===== config.mk =====
export PLATFORM = sky130hd
export DESIGN_NAME = timer_pwm_carrier
export DESIGN_NICKNAME = d
export VERILOG_FILES = /design/src/core/timer_pkg.sv /design/src/core/timer_pwm_carrier.sv /design/src/core/count_clock_divider.sv
export VERILOG_INCLUDE_DIRS = /design/src /design/src/core
export SDC_FILE = /design/constraint.sdc
export NUM_CORES = 1
export LEC_CHECK = 0
export BUFFER_PORTS_ARGS = -buffer_cell sky130_fd_sc_hd__buf_4
export CAP_MARGIN = 20
export CORE_ASPECT_RATIO = 1.5
export CORE_MARGIN = 2
export CORE_UTILIZATION = 30
export CTS_BUF_LIST = sky130_fd_sc_hd__clkbuf_16
export CTS_CLUSTER_DIAMETER = 100
export DETAILED_ROUTE_END_ITERATION = 8
export SYNTH_ARGS = -nofsm -noshare
export SYNTH_HDL_FRONTEND = slang
export SYNTH_HIERARCHICAL = 1
export SYNTH_SLANG_ARGS = --single-unit

===== constraint.sdc =====
create_clock -name clk -period 5.5 [get_ports clk]
set_input_delay 0.55 -clock clk [delete_from_list [all_inputs] [get_ports clk]]
set_output_delay 0.55 -clock clk [all_outputs]
set_load 0.01 [all_outputs]

===== src/core/timer_defines.svh =====
// Purpose: offsets, field positions, reset values and counts of the compare timer
// Assumes: 32-bit register bus, one aligned word per register
// Notes: definitions only
`ifndef TIMER_DEFINES_SVH
`define TIMER_DEFINES_SVH

// register byte offsets
`define OFS_MODE 8'h00
`define OFS_PERIOD 8'h04
`define OFS_DUTY 8'h08
`define OFS_CARRIER 8'h0c
`define OFS_STATUS 8'h10

// timer_mode_register fields
`define MODE_RUN_BIT 7
`define MODE_CKS_MSB 6
`define MODE_CKS_LSB 4
`define MODE_MD_MSB 3
`define MODE_MD_LSB 2
`define MODE_LEV_BIT 1
`define MODE_OEN_BIT 0

// carrier_control_register fields
`define CAR_SELECT_BIT 2
`define CAR_MASTER_BIT 1
`define CAR_SLAVE_BIT 0

// status register fields
`define STAT_OUT_BIT 8
`define STAT_SEL_BIT 9
`define STAT_PEND_BIT 10
`define STAT_PIN_BIT 11

// reset values
`define MODE_RESET 8'h00
`define CMP_RESET 8'h00

// count clocks a duty rewrite needs before its transfer
`define DUTY_XFER_CLOCKS 2'd3

// count clock divider: log2 of the ratio for each select code
`define CKS_DIV0_LOG2 0
`define CKS_DIV1_LOG2 2
`define CKS_DIV2_LOG2 4
`define CKS_DIV3_LOG2 6
`define CKS_DIV4_LOG2 12
`define CKS_DIV5_LOG2 7
`define PRESCALE_BITS 12

`endif


===== src/core/timer_pkg.sv =====
// Purpose: shared types of the compare timer
// Assumes: nothing
// Notes: mode codes follow the mode field of the mode register
package timer_pkg;

  typedef enum logic [1:0] {
    MODE_INTERVAL = 2'b00,
    MODE_CARRIER = 2'b01,
    MODE_PWM = 2'b10
  } timer_mode_t;

  typedef enum logic [1:0] {
    RESP_OKAY = 2'b00,
    RESP_SLVERR = 2'b10
  } axi_resp_t;

endpackage


===== src/core/timer_pwm_carrier.sv =====
// Purpose: eight-bit compare timer with interval, pwm and carrier modes
// Assumes: AXI4-Lite register access, partner event is a same-clock pulse
// Notes: carrier mode exists only when HAS_CARRIER is set
// Summary of operation
// - interval count starts within one count clock
// - interval match clears, toggles output, interrupts
// - stopping forces interrupt and output inactive, except carrier pin with select clear, which follows slave
// - pwm period match clears, interrupts, output active
// - pwm duty match drops output, no clear
// - pwm period N+1, active width M+1
// - pwm masks first count clock after enable
// - running duty write latched in pwm and carrier, applied at first duty match after three count clocks
// - low compare rewritten at once, high compare rewritable via latch
// - select and gate choose low, high, carrier
// - gate is master/slave pair, slave read-only
// - slave takes master second clock after event
// - carrier alternates low and high compares
// - carrier reaches pin only while slave set or its high pulse is held
// - carrier period N+M+2, high width M+1
// - carrier starts inactive, inverts on each match
// - slave drop keeps pin high until fall
`timescale 1ns/1ns
`include "timer_defines.svh"

module timer_pwm_carrier #(
  parameter int ADDR_W = 8,
  parameter bit HAS_CARRIER = 1'b1
) (
  input logic clk,
  input logic rst_n,
  input logic [ADDR_W-1:0] awaddr,
  input logic awvalid,
  output logic awready,
  input logic [31:0] wdata,
  input logic [3:0] wstrb,
  input logic wvalid,
  output logic wready,
  output timer_pkg::axi_resp_t bresp,
  output logic bvalid,
  input logic bready,
  input logic [ADDR_W-1:0] araddr,
  input logic arvalid,
  output logic arready,
  output logic [31:0] rdata,
  output timer_pkg::axi_resp_t rresp,
  output logic rvalid,
  input logic rready,
  input logic partnerPeriodEvent,
  output logic timerOutputPin,
  output logic matchInterrupt
);
  import timer_pkg::*;

  // bus slave state
  logic awHeld_q;
  logic [ADDR_W-1:0] awAddr_q;
  logic wHeld_q;
  logic [31:0] wData_q;
  logic [3:0] wStrb_q;
  logic bvalid_q;
  axi_resp_t bresp_q;
  logic rvalid_q;
  logic [31:0] rdata_q;
  axi_resp_t rresp_q;

  // software visible registers and duty transfer state
  logic [7:0] mode_q;
  logic [7:0] period_q;
  logic [7:0] dutyWritten_q;
  logic [7:0] dutyActive_q;
  logic dutyPend_q;
  logic [1:0] dutyAge_q;
  logic remoteSelect_q;
  logic gateMaster_q;
  logic gateSlave_q;

  // timer core state
  logic [7:0] counter_q;
  logic compareSel_q;
  logic outLevel_q;
  logic armed_q;
  logic irq_q;
  logic eventPend_q;
  logic synced_q;
  logic syncedPrev_q;
  logic holdHigh_q;
  logic pin_q;

  logic countTick;

  count_clock_divider u_divider (
    .clk(clk),
    .rst_n(rst_n),
    .clockSelect(mode_q[`MODE_CKS_MSB:`MODE_CKS_LSB]),
    .countTick(countTick)
  );

  function automatic logic [7:0] wordAddr(input logic [ADDR_W-1:0] a);
    logic [ADDR_W-1:0] aligned;
    aligned = {a[ADDR_W-1:2], 2'b00};
    return aligned[7:0];
  endfunction

  function automatic logic isMapped(input logic [ADDR_W-1:0] a);
    logic [7:0] w;
    w = wordAddr(a);
    return (w == `OFS_MODE) || (w == `OFS_PERIOD) || (w == `OFS_DUTY) ||
           (w == `OFS_CARRIER) || (w == `OFS_STATUS);
  endfunction

  // ---- write channel decode ----
  wire doWrite = awHeld_q && wHeld_q && !bvalid_q;
  wire [7:0] wrWord = wordAddr(awAddr_q);
  wire wrLane = wStrb_q[0];
  wire wrMode = doWrite && wrLane && (wrWord == `OFS_MODE);
  wire wrPeriod = doWrite && wrLane && (wrWord == `OFS_PERIOD);
  wire wrDuty = doWrite && wrLane && (wrWord == `OFS_DUTY);
  wire wrCarrier = doWrite && wrLane && (wrWord == `OFS_CARRIER);
  wire wrMapped = isMapped(awAddr_q);

  assign awready = !awHeld_q && !bvalid_q;
  assign wready = !wHeld_q && !bvalid_q;
  assign bvalid = bvalid_q;
  assign bresp = bresp_q;

  // ---- mode decode ----
  wire running = mode_q[`MODE_RUN_BIT];
  wire [1:0] modeField = mode_q[`MODE_MD_MSB:`MODE_MD_LSB];
  wire isCarrier = HAS_CARRIER && (modeField == MODE_CARRIER);
  wire isPwm = (modeField == MODE_PWM);
  wire isInterval = !isCarrier && !isPwm;
  wire idleLevel = mode_q[`MODE_LEV_BIT];
  wire outEnable = mode_q[`MODE_OEN_BIT];

  // while running only the run bit may change
  wire [7:0] modeNext = running ? {wData_q[`MODE_RUN_BIT], mode_q[6:0]} : wData_q[7:0];

  // ---- compare engine ----
  wire [7:0] compareValue = compareSel_q ? dutyActive_q : period_q;
  wire hit = (counter_q == compareValue);
  // pwm masks the first count clock after enable
  wire countGo = running && countTick && (armed_q || !isPwm);
  wire dutyHit = countGo && hit && compareSel_q;
  wire clearHit = countGo && hit && !(isPwm && compareSel_q);
  wire irqHit = clearHit;
  wire selFlip = countGo && hit && !isInterval;
  // pwm: period match drives active, duty match inactive; others invert
  wire outNext = isPwm ? !compareSel_q : !outLevel_q;
  wire [7:0] counterNext = clearHit ? 8'h00 : counter_q + 8'h01;

  // ---- duty / high-width latch ----
  wire latchWrite = wrDuty && running && !isInterval;
  wire dutyXfer = dutyHit && dutyPend_q && (dutyAge_q == `DUTY_XFER_CLOCKS);

  // ---- gate transfer ----
  wire eventPendNext = partnerPeriodEvent || (eventPend_q && !countTick);
  wire gateXfer = countTick && synced_q && !syncedPrev_q;
  wire holdHighNext = outLevel_q && (holdHigh_q || gateSlave_q);

  // ---- pin selection ----
  wire carrierGated = outLevel_q && (gateSlave_q || holdHigh_q);
  wire carrierLevel = remoteSelect_q ? carrierGated : gateSlave_q;
  wire timerLevel = outLevel_q ^ idleLevel;
  wire pinNext = !outEnable ? idleLevel : (isCarrier ? carrierLevel : timerLevel);

  // ---- read decode ----
  wire [7:0] rdWord = wordAddr(araddr);
  wire [31:0] statusWord = {20'h00000, pin_q, dutyPend_q, compareSel_q, outLevel_q, counter_q};
  wire [31:0] carrierWord = {29'h0, remoteSelect_q, gateMaster_q, gateSlave_q};
  wire [31:0] readMux = (rdWord == `OFS_MODE) ? {24'h000000, mode_q} :
                        (rdWord == `OFS_PERIOD) ? {24'h000000, period_q} :
                        (rdWord == `OFS_DUTY) ? {24'h000000, dutyWritten_q} :
                        (rdWord == `OFS_CARRIER) ? carrierWord :
                        (rdWord == `OFS_STATUS) ? statusWord :
                        32'h00000000;
  wire takeRead = arvalid && !rvalid_q;

  assign arready = !rvalid_q;
  assign rvalid = rvalid_q;
  assign rdata = rdata_q;
  assign rresp = rresp_q;

  // ---- bus write side ----
  always_ff @(posedge clk or negedge rst_n) begin
    if (!rst_n) begin
      awHeld_q <= 1'b0;
      awAddr_q <= '0;
      wHeld_q <= 1'b0;
      wData_q <= 32'h00000000;
      wStrb_q <= 4'h0;
      bvalid_q <= 1'b0;
      bresp_q <= RESP_OKAY;
    end else begin
      if (awvalid && awready) begin
        awHeld_q <= 1'b1;
        awAddr_q <= awaddr;
      end
      if (wvalid && wready) begin
        wHeld_q <= 1'b1;
        wData_q <= wdata;
        wStrb_q <= wstrb;
      end
      if (doWrite) begin
        awHeld_q <= 1'b0;
        wHeld_q <= 1'b0;
        bvalid_q <= 1'b1;
        bresp_q <= wrMapped ? RESP_OKAY : RESP_SLVERR;
      end else if (bvalid_q && bready) begin
        bvalid_q <= 1'b0;
      end
    end
  end

  // ---- bus read side ----
  always_ff @(posedge clk or negedge rst_n) begin
    if (!rst_n) begin
      rvalid_q <= 1'b0;
      rdata_q <= 32'h00000000;
      rresp_q <= RESP_OKAY;
    end else if (takeRead) begin
      rvalid_q <= 1'b1;
      rdata_q <= readMux;
      rresp_q <= isMapped(araddr) ? RESP_OKAY : RESP_SLVERR;
    end else if (rvalid_q && rready) begin
      rvalid_q <= 1'b0;
    end
  end

  // ---- control registers ----
  always_ff @(posedge clk or negedge rst_n) begin
    if (!rst_n) begin
      mode_q <= `MODE_RESET;
      period_q <= `CMP_RESET;
      remoteSelect_q <= 1'b0;
      gateMaster_q <= 1'b0;
    end else begin
      if (wrMode) begin
        mode_q <= modeNext;
      end
      if (wrPeriod) begin
        period_q <= wData_q[7:0];
      end
      if (wrCarrier) begin
        remoteSelect_q <= wData_q[`CAR_SELECT_BIT];
        gateMaster_q <= wData_q[`CAR_MASTER_BIT];
      end
    end
  end

  // ---- duty compare with transfer latch ----
  always_ff @(posedge clk or negedge rst_n) begin
    if (!rst_n) begin
      dutyWritten_q <= `CMP_RESET;
      dutyActive_q <= `CMP_RESET;
      dutyPend_q <= 1'b0;
      dutyAge_q <= 2'd0;
    end else if (wrDuty) begin
      dutyWritten_q <= wData_q[7:0];
      dutyPend_q <= latchWrite;
      dutyAge_q <= 2'd0;
      if (!latchWrite) begin
        dutyActive_q <= wData_q[7:0];
      end
    end else begin
      if (countTick && dutyPend_q && dutyAge_q != `DUTY_XFER_CLOCKS) begin
        dutyAge_q <= dutyAge_q + 2'd1;
      end
      if (dutyXfer) begin
        dutyActive_q <= dutyWritten_q;
        dutyPend_q <= 1'b0;
      end
    end
  end

  // ---- counter, compare select and output level ----
  always_ff @(posedge clk or negedge rst_n) begin
    if (!rst_n) begin
      counter_q <= 8'h00;
      compareSel_q <= 1'b0;
      outLevel_q <= 1'b0;
      armed_q <= 1'b0;
      irq_q <= 1'b0;
    end else if (!running) begin
      counter_q <= 8'h00;
      compareSel_q <= 1'b0;
      outLevel_q <= 1'b0;
      armed_q <= 1'b0;
      irq_q <= 1'b0;
    end else begin
      irq_q <= irqHit;
      if (countTick) begin
        armed_q <= 1'b1;
      end
      if (countGo) begin
        counter_q <= counterNext;
        if (hit) begin
          outLevel_q <= outNext;
        end
        if (selFlip) begin
          compareSel_q <= !compareSel_q;
        end
      end
    end
  end

  // ---- partner event sync and gate transfer ----
  always_ff @(posedge clk or negedge rst_n) begin
    if (!rst_n) begin
      eventPend_q <= 1'b0;
      synced_q <= 1'b0;
      syncedPrev_q <= 1'b0;
      gateSlave_q <= 1'b0;
    end else begin
      eventPend_q <= eventPendNext;
      if (countTick) begin
        synced_q <= eventPend_q;
        syncedPrev_q <= synced_q;
      end
      if (gateXfer) begin
        gateSlave_q <= gateMaster_q;
      end
    end
  end

  // ---- output pin ----
  always_ff @(posedge clk or negedge rst_n) begin
    if (!rst_n) begin
      holdHigh_q <= 1'b0;
      pin_q <= 1'b0;
    end else begin
      holdHigh_q <= holdHighNext;
      pin_q <= pinNext;
    end
  end

  assign timerOutputPin = pin_q;
  assign matchInterrupt = irq_q;

endmodule


===== src/core/count_clock_divider.sv =====
// Purpose: count clock enable from the system clock
// Assumes: countTick is a one-cycle enable at the selected rate
// Notes: codes 6 and 7 give no tick at all
`timescale 1ns/1ns
`include "timer_defines.svh"

module count_clock_divider (
  input logic clk,
  input logic rst_n,
  input logic [2:0] clockSelect,
  output logic countTick
);
  import timer_pkg::*;

  logic [`PRESCALE_BITS-1:0] prescale_q;
  logic tick_q;
  logic tickNow;

  // true when the low lg bits of the prescaler are all ones
  function automatic logic allOnes(input logic [`PRESCALE_BITS-1:0] v, input int lg);
    logic r;
    r = 1'b1;
    for (int i = 0; i < `PRESCALE_BITS; i++) begin
      if (i < lg && !v[i]) begin
        r = 1'b0;
      end
    end
    return r;
  endfunction

  assign tickNow = (clockSelect == 3'h0) ? allOnes(prescale_q, `CKS_DIV0_LOG2) :
                   (clockSelect == 3'h1) ? allOnes(prescale_q, `CKS_DIV1_LOG2) :
                   (clockSelect == 3'h2) ? allOnes(prescale_q, `CKS_DIV2_LOG2) :
                   (clockSelect == 3'h3) ? allOnes(prescale_q, `CKS_DIV3_LOG2) :
                   (clockSelect == 3'h4) ? allOnes(prescale_q, `CKS_DIV4_LOG2) :
                   (clockSelect == 3'h5) ? allOnes(prescale_q, `CKS_DIV5_LOG2) :
                   1'b0;

  always_ff @(posedge clk or negedge rst_n) begin
    if (!rst_n) begin
      prescale_q <= '0;
      tick_q <= 1'b0;
    end else begin
      prescale_q <= prescale_q + 1'b1;
      tick_q <= tickNow;
    end
  end

  assign countTick = tick_q;

endmodule


==> results of run 1 <==
registers in the layout, indices dropped and copies added, names as in the netlist, 2 cells and up:
signal / count
rdata: 12
u_divider/prescale_q: 12
counter_q: 8
dutyActive_q: 8
dutyWritten_q: 8
mode_q: 8
period_q: 8
wData_q: 8
awAddr_q: 6
dutyAge_q: 2
through the flow:
| step | hold WS [ps] | instances | utilization, % | setup slack, ps | instance area (sq um) |
|---|---|---|---|---|---|
| after detailed placement | 444 | 708 | 33.2 | 2500 | 5510 |
| after floorplan | 254 | 491 | - | 3430 | 5120 |
| final | 273 | 724 | 34.9 | 2490 | 5810 |
| after global placement | 437 | 708 | 33.2 | 2530 | 5510 |
| after global routing | 338 | 724 | 34.9 | 2270 | 5810 |
| after CTS | 308 | 724 | 34.9 | 2490 | 5810 |
worst max path at each step:
stage | from | end
2_1_floorplan | mode_q[2] | counter_q[3]
3_3_place_gp | compareSel_q | counter_q[0]
3_5_place_dp | compareSel_q | counter_q[0]
4_1_cts | compareSel_q | dutyActive_q[6]
5_1_grt | compareSel_q | dutyActive_q[2]
6_report | compareSel_q | counter_q[0]
worst max-delay path, delay by kind of cell (launching register included):
family / cells / cell delay [ps]
AND/OR/NAND/NOR: 3 / 1290
flip-flops: 1 / 740
multiplexers: 2 / 690
AO/OA/AOI/OAI: 1 / 170
cell type report:
type,count,area [sq um]
clock buffers,9,225
clock inverters,7,71.3
fillers,1667,10800
inverters,14,52.6
multi-input cells,332,2280
flip-flops and latches,101,2530
well taps,210,263
repair buffers,51,383
layer usage:
| metal | wire, um | up-vias | global-route usage [%] |
|---|---|---|---|
| met5 | 0 | - | 0 |
| met4 | 215 | 0 | 5.35 |
| met3 | 410 | 15 | 2.28 |
| met2 | 6050 | 106 | 23.3 |
| met1 | 4780 | 1798 | 16.4 |
| li1 | - | 1687 | - |
layout by cell type, fill, tap and decap left out, drive strengths merged, types with 2 or more instances in the layout:
cell type	Yosys	routed
a21oi	15	15
nor4	3	3
and2	3	3
dfrtp	101	101
a31oi	4	4
or3	2	2
xnor2	11	11
inv	14	17
nor3	4	4
a22o	4	4
a21o	9	9
nand2	62	62
o31ai	4	4
clkinv	0	3
nand3b	2	2
a22oi	7	7
nor4b	4	4
o41ai	2	2
o21ai	20	20
mux2i	18	18
a211oi	4	4
mux2	43	43
buf	27	51
nor2b	2	2
o211ai	2	2
ha	6	6
xor2	8	8
nor2	25	25
nand2b	5	5
nand3	15	15
nand4	6	6
clkbuf	17	9
a31o	2	2
conb	1	22
a41oi	4	4
power breakdown:
group / total (mW) / switching [mW] / internal (mW) / leakage [nW]
clock network: 0.644 / 0.288 / 0.355 / 0.150
logic: 0.563 / 0.283 / 0.280 / 1.23
registers: 1.09 / 0.181 / 0.906 / 1.33
cell families (layout without fill, tap and decap cells):
logic type	count (synthesis)	after routing
and+or+nand+nor	139	139
adders and majority gates	6	6
AOI/OAI and AO/OA	85	85
buffers and inverters	58	81
muxes	61	61
other	1	22
DFF	101	101
xor gates and xnor gates	19	19
==> reports/metrics.csv, run 1 <==
stage,metric,value,unit
worst_setup_path,worst path cell trace,mux2i_1 -> o2bb2ai_1 -> nor4_4 -> and4bb_1 -> nor2_2 -> mux2_2,
drt,Total Wirelength,11500,um
clock_tree,CTS tree,done,
yosys,compound-cell area share of the yosys netlist,11.4,%
yosys,Synth Area in XOR/XNOR,3.30,%
floorplanning,Initial Util,30.3,%
floorplanning,Site Rows,58,
yosys,multiplexer share of the synthesized area,13.2,%
min_path,worst hold path type,input port to asynchronous set/reset pin,
floorplanning,# IOs,103,
sta,Worst Skew,8.48,ps
yosys,ys flop type,dfrtp_1,
drt,Initial DRT Pass Iterations,4,
sta,final hold viol count,0,
place,Placer Congestion,0.893,
worst_setup_path,Setup crit end kind,flop,
drt,Routed WL per cell,15.8,um
yosys,fraction of registers with async set/reset,100,%
drt,DR DRC count,0,
yosys,main combinational cell family by area after synthesis,simple AND/OR/NAND/NOR gates,
yosys,syn_area_per_cell,10.7,sq um
yosys,cells after synthesis,470,
drt,Via density,4.98,
floorplanning,Die Area,17900,sq um
worst_setup_path,Worst Setup Start Kind,flop,
job,max_cap viols,0,
yosys,post-synth top area cell,dfrtp_1,
drt,Final ANT Viol Nets,0,
floorplanning,Die Width,110,um
outcome,status,"finished, final reports clean",
worst_setup_path,Critical Path Max Stage Delay,740,ps
floorplanning,Die H,163,um
yosys,most common cell in the netlist,dfrtp_1,
grt,first-pass GRT wire length,18500,um
yosys,sequential area share after synthesis,50.1,%
worst_setup_path,Register-to-Register Path Depth,6,
clock_tree,CTS sink count,101,
worst_setup_path,crit path DAT,3250,ps
worst_setup_path,reg-to-reg endpoint,counter_q[0],
sta,RSZ-0062 raised after global routing,no,
clock_tree,CTS Hold Bufs,0,
worst_setup_path,critical path type,flop to flop,
sta,max frequency,332,MHz
clock_tree,clock latency on the worst-skew pair,350,ps
clock_tree,Post-CTS Setup Bufs,0,
place,port bufs,49,
grt,global route total overflow,0,
clock_tree,"Clk pin slew, worst setup/hold paths",70,ps
yosys,synth cell count leaders,"101 x dfrtp_1, 62 x nand2_1, 43 x mux2_2",
layout,layout cell share with drive strength beyond 1,23.7,%
power,VDD IR max,223,uV
worst_setup_path,WP data required,5740,ps
grt,number of global-route vias before repair,3590,
place,DP HPWL,8510,um
sta,Worst Max-Slew Pin Slew,772,ps
yosys,Unique masters post-synth,56,
sta,min cycle time layout,3010,ps
worst_setup_path,R2R setup slack,2490,ps
yosys,post-synth top area share,50.1,%
power,static leakage,2.72,nW
yosys,register bit total from synthesis,101,
layout,ant diodes,0,
clock_tree,H-tree depth,3,
drt,Vias,3606,
grt,Total GRT Usage,13.5,%
clock_tree,worst-case clock buffer depth,2,
power,Pwr Total,2.29,mW
sta,Final setup viols,0,
yosys,simple-gate share of the synthesized area,14.2,%
worst_setup_path,CP max-delay cell,dfrtp_1,
power,power density over the cells,395,nW/um^2
yosys,post-synthesis adder-cell area fraction,1.49,%
clock_tree,CTS root buf,clkbuf_16,
layout,# nets final,575,
yosys,Post-Syn Area,5040,sq um
sta,"Slew Viols, Final",0,
clock_tree,Num CTS Buffers,9,
grt,initial antenna violation count,0,
yosys,Post-synth EDFFs,0,
layout,Area Growth Syn to Fin,15.2,%
sta,crit share post-route,54.8,%
worst_setup_path,R2R Path Start,compareSel_q,
yosys,main area contributors after synthesis,"dfrtp_1 50%, mux2_2 9.6%, nand2_1 4.6%, mux2i_1 3.6%, buf_4 3.4%",
worst_setup_path,"Max FO, Critical Path",13,
sta,setup_tns,0,ps
drt,Initial DRC Count,195,
grt,largest net degree at the start of global routing,62,
yosys,Ys Warns,6,
clock_tree,post-CTS sizing,0,
sta,Max transition margin,48.5,%
floorplanning,Core ar.,16600,sq um
(Power assumes the default switching activity.)
==> inputs of run 2 (changes only) <==
--- a/config.mk
+++ b/config.mk
@@ -6,6 +6,7 @@
 export SDC_FILE = /design/constraint.sdc
 export NUM_CORES = 1
 export LEC_CHECK = 0
+export ABC_AREA = 1
 export BUFFER_PORTS_ARGS = -buffer_cell sky130_fd_sc_hd__buf_4
 export CAP_MARGIN = 20
 export CORE_ASPECT_RATIO = 1.5
==> constraint.sdc (replaced) <==
create_clock -name clk -period 2.9 [get_ports clk]
set_input_delay 0.29 -clock clk [delete_from_list [all_inputs] [get_ports clk]]
set_output_delay 0.29 -clock clk [all_outputs]
set_load 0.01 [all_outputs]
==> run 2 against run 1 <==
Clock-buffer cell count unchanged; critical path type unchanged; worst setup slack lost 1600 ps; highest routed layer unchanged; cell count up 15%.
==> reports/metrics.csv, run 2 <==
stage,metric,value,unit,change
yosys,Ys Warns,6,,unchanged
drt,Final ANT Viol Nets,0,,unchanged
drt,Via density,4.52,,-9.3%
drt,Routed WL per cell,13.6,um,-14%
min_path,worst hold path type,input port to flop,,
worst_setup_path,crit path DAT,2240,ps,-1010 ps
drt,DR DRC count,0,,unchanged
yosys,ys flop type,dfrtp_1,,
yosys,Post-Syn Area,4990,sq um,-1.0%
worst_setup_path,WP data required,3130,ps,-2610 ps
yosys,post-synth top area share,50.7,%,+0.53 points
power,Comb pwr share,26.8,%,+2.3 points
sta,RSZ-0062 raised after global routing,no,,
sta,Worst Skew,8.98,ps,+0.499 ps
sta,crit share post-route,69.6,%,+15 points
sta,setup_tns,0,ps,unchanged
grt,Total GRT Usage,14.0,%,+0.47 points
drt,Vias,3768,,+4.5%
sta,min cycle time layout,2020,ps,-994 ps
power,Switching Share,35.1,%,+2.3 points
place,DP HPWL,8730,um,+2.6%
power,static leakage,2.78,nW,+2.3%
yosys,main area contributors after synthesis,"dfrtp_1 51%, nand2_1 12%, inv_1 3.7%, o21ai_0 3.6%, nor2_1 3.4%",,
worst_setup_path,Setup crit end kind,flop,,
floorplanning,Die Width,109,um,-0.51%
yosys,post-synth top area cell,dfrtp_1,,
yosys,Post-synth EDFFs,0,,unchanged
drt,Total Wirelength,11300,um,-1.0%
outcome,status,"finished, final reports clean",,
sta,final hold viol count,0,,unchanged
job,max_cap viols,0,,unchanged
grt,number of global-route vias before repair,3675,,+2.4%
grt,initial antenna violation count,0,,unchanged
yosys,Unique masters post-synth,42,,-25%
clock_tree,H-tree depth,3,,unchanged
sta,Final setup viols,0,,unchanged
clock_tree,post-CTS sizing,0,,unchanged
clock_tree,"Clk pin slew, worst setup/hold paths",70,ps,about the same
clock_tree,worst-case clock buffer depth,2,,unchanged
floorplanning,Initial Util,30.7,%,+0.34 points
layout,Area Growth Syn to Fin,15.2,%,about the same
sta,Worst Max-Slew Pin Slew,671,ps,-101 ps
grt,largest net degree at the start of global routing,69,,+11%
drt,Initial DRT Pass Iterations,4,,unchanged
floorplanning,# IOs,103,,unchanged
layout,layout cell share with drive strength beyond 1,16.4,%,-7.3 points
power,Net Switching,1.47,mW,+95%
yosys,syn_area_per_cell,8.72,sq um,-19%
power,power density over the cells,729,nW/um^2,+84%
clock_tree,CTS sink count,101,,unchanged
drt,Initial DRC Count,201,,+3.1%
floorplanning,Die Area,17700,sq um,-1.0%
layout,# nets final,689,,+20%
grt,first-pass GRT wire length,19100,um,+3.4%
clock_tree,CTS root buf,clkbuf_16,,
clock_tree,Num CTS Buffers,9,,unchanged
yosys,register bit total from synthesis,101,,unchanged
layout,"most common cell after layout, fill and taps aside",nand2_1,,
power,VDD IR max,352,uV,+58%
clock_tree,clock latency on the worst-skew pair,340,ps,about the same
place,port bufs,49,,unchanged
sta,max frequency,495,MHz,+49%
layout,post-layout util,35.3,%,+0.40 points
place,Placer Congestion,0.870,,-2.6%
worst_setup_path,Worst Setup Start Kind,flop,,
layout,"commonest non-fill, non-tap cells in the layout","154 x nand2_1, 101 x dfrtp_1, 51 x inv_1",,
floorplanning,Core ar.,16300,sq um,-2.2%
power,Reg power frac,47.5,%,about the same
yosys,fraction of registers with async set/reset,100,%,unchanged
yosys,sequential area share after synthesis,50.7,%,+0.53 points
worst_setup_path,"Max FO, Critical Path",10,,-3
yosys,synth cell count leaders,"154 x nand2_1, 101 x dfrtp_1, 49 x inv_1",,
layout,ant diodes,0,,unchanged
floorplanning,Site Rows,57,,-1.7%
floorplanning,Die H,162,um,-0.51%
sta,Max transition margin,55.1,%,+6.6 points
grt,global route total overflow,0,,unchanged
power,cell internal pwr,2.72,mW,+76%
clock_tree,CTS tree,done,,
yosys,cells after synthesis,572,,+22%
yosys,most common cell in the netlist,nand2_1,,
sta,"Slew Viols, Final",0,,unchanged
worst_setup_path,critical path type,flop to flop,,
power,Clk pwr share,25.8,%,-2.3 points
[run 2: critical path: stages, from the launching register on]
cell and delay (ps):
dfrtp_1 480, inv_1 70, ha_1 240, nand2_1 70, nand2_1 100, nor2_4 220
nand3b_1 130, nor2_2 130, nand3_2 90, nand2_4 150, nand2_4 100, nand2_1 70
nand2_1 60
[run 2: kinds of logic after synthesis]
group | synth area share, %
flops | 50.7
compound gates | 10.7
fa+ha+maj | 1.51
simple gates | 24.7
xor+xnor | 2.46
buf+inv | 8.71
mux | 1.13
other cells | 0.0752
[run 2: what timing repair did]
action | CTS | global route
endpoints found under the hold margin | 33 | 0
hold buffers | 1 | 0
setup buffers | 0 | 0
[run 2: worst paths after layout]
| path | startpoint | endpoint | slack, ps | cells past startpoint |
|---|---|---|---|---|
| worst max-delay path | mode_q[2] | dutyActive_q[5] | 880 | 12 |
| worst min-delay path | partnerPeriodEvent | eventPend_q | 120 | 2 |
| worst max register to register | mode_q[2] | dutyActive_q[5] | 880 | 12 |
| worst min register to register | u_divider/prescale_q[0] | u_divider/prescale_q[0] | 460 | 1 |
| max in group asynchronous | rst_n | dutyWritten_q[5] | 1730 | 3 |
| min in group asynchronous | rst_n | eventPend_q | 440 | 2 |
[run 2: stage by stage]
step | area [sq um] | power [mW] | hold WS (ps) | setup WS (ps) | cells
2_1_floorplan | 5070 | 2.74 | -5.59 | 1190 | 593
3_3_place_gp | 5480 | 3.12 | 276 | 911 | 817
3_5_place_dp | 5480 | 3.15 | 278 | 888 | 817
4_1_cts | 5750 | 4.24 | 110 | 882 | 834
5_1_grt | 5750 | 4.49 | 114 | 622 | 834
6_report | 5750 | 4.19 | 118 | 881 | 834
[run 2: layout make-up]
| class | count | area (sq um) |
|---|---|---|
| clock buffer | 9 | 225 |
| clock inverter | 7 | 35.0 |
| fill | 1714 | 10500 |
| inverter | 52 | 198 |
| multi-input combinational | 408 | 2100 |
| sequential | 101 | 2530 |
| tap | 206 | 258 |
| timing repair buffer | 51 | 398 |
[run 2: per-layer routing]
metal	global-route usage (%)	share of wire [%]	vias to the layer above
met5	0	0	-
met3	1.52	2.3	22
met1	16.7	42	1754
met2	24.1	52	82
li1	-	-	1910
met4	7.54	3.9	0
[run 2: power by group through the flow]
stage / clock network, mW / registers (mW) / logic (mW)
2_1_floorplan: 0 / 1.94 / 0.802
3_3_place_gp: 0 / 2.01 / 1.12
3_5_place_dp: 0 / 2.01 / 1.14
4_1_cts: 1.12 / 1.98 / 1.14
5_1_grt: 1.17 / 2.03 / 1.29
6_report: 1.08 / 1.99 / 1.12
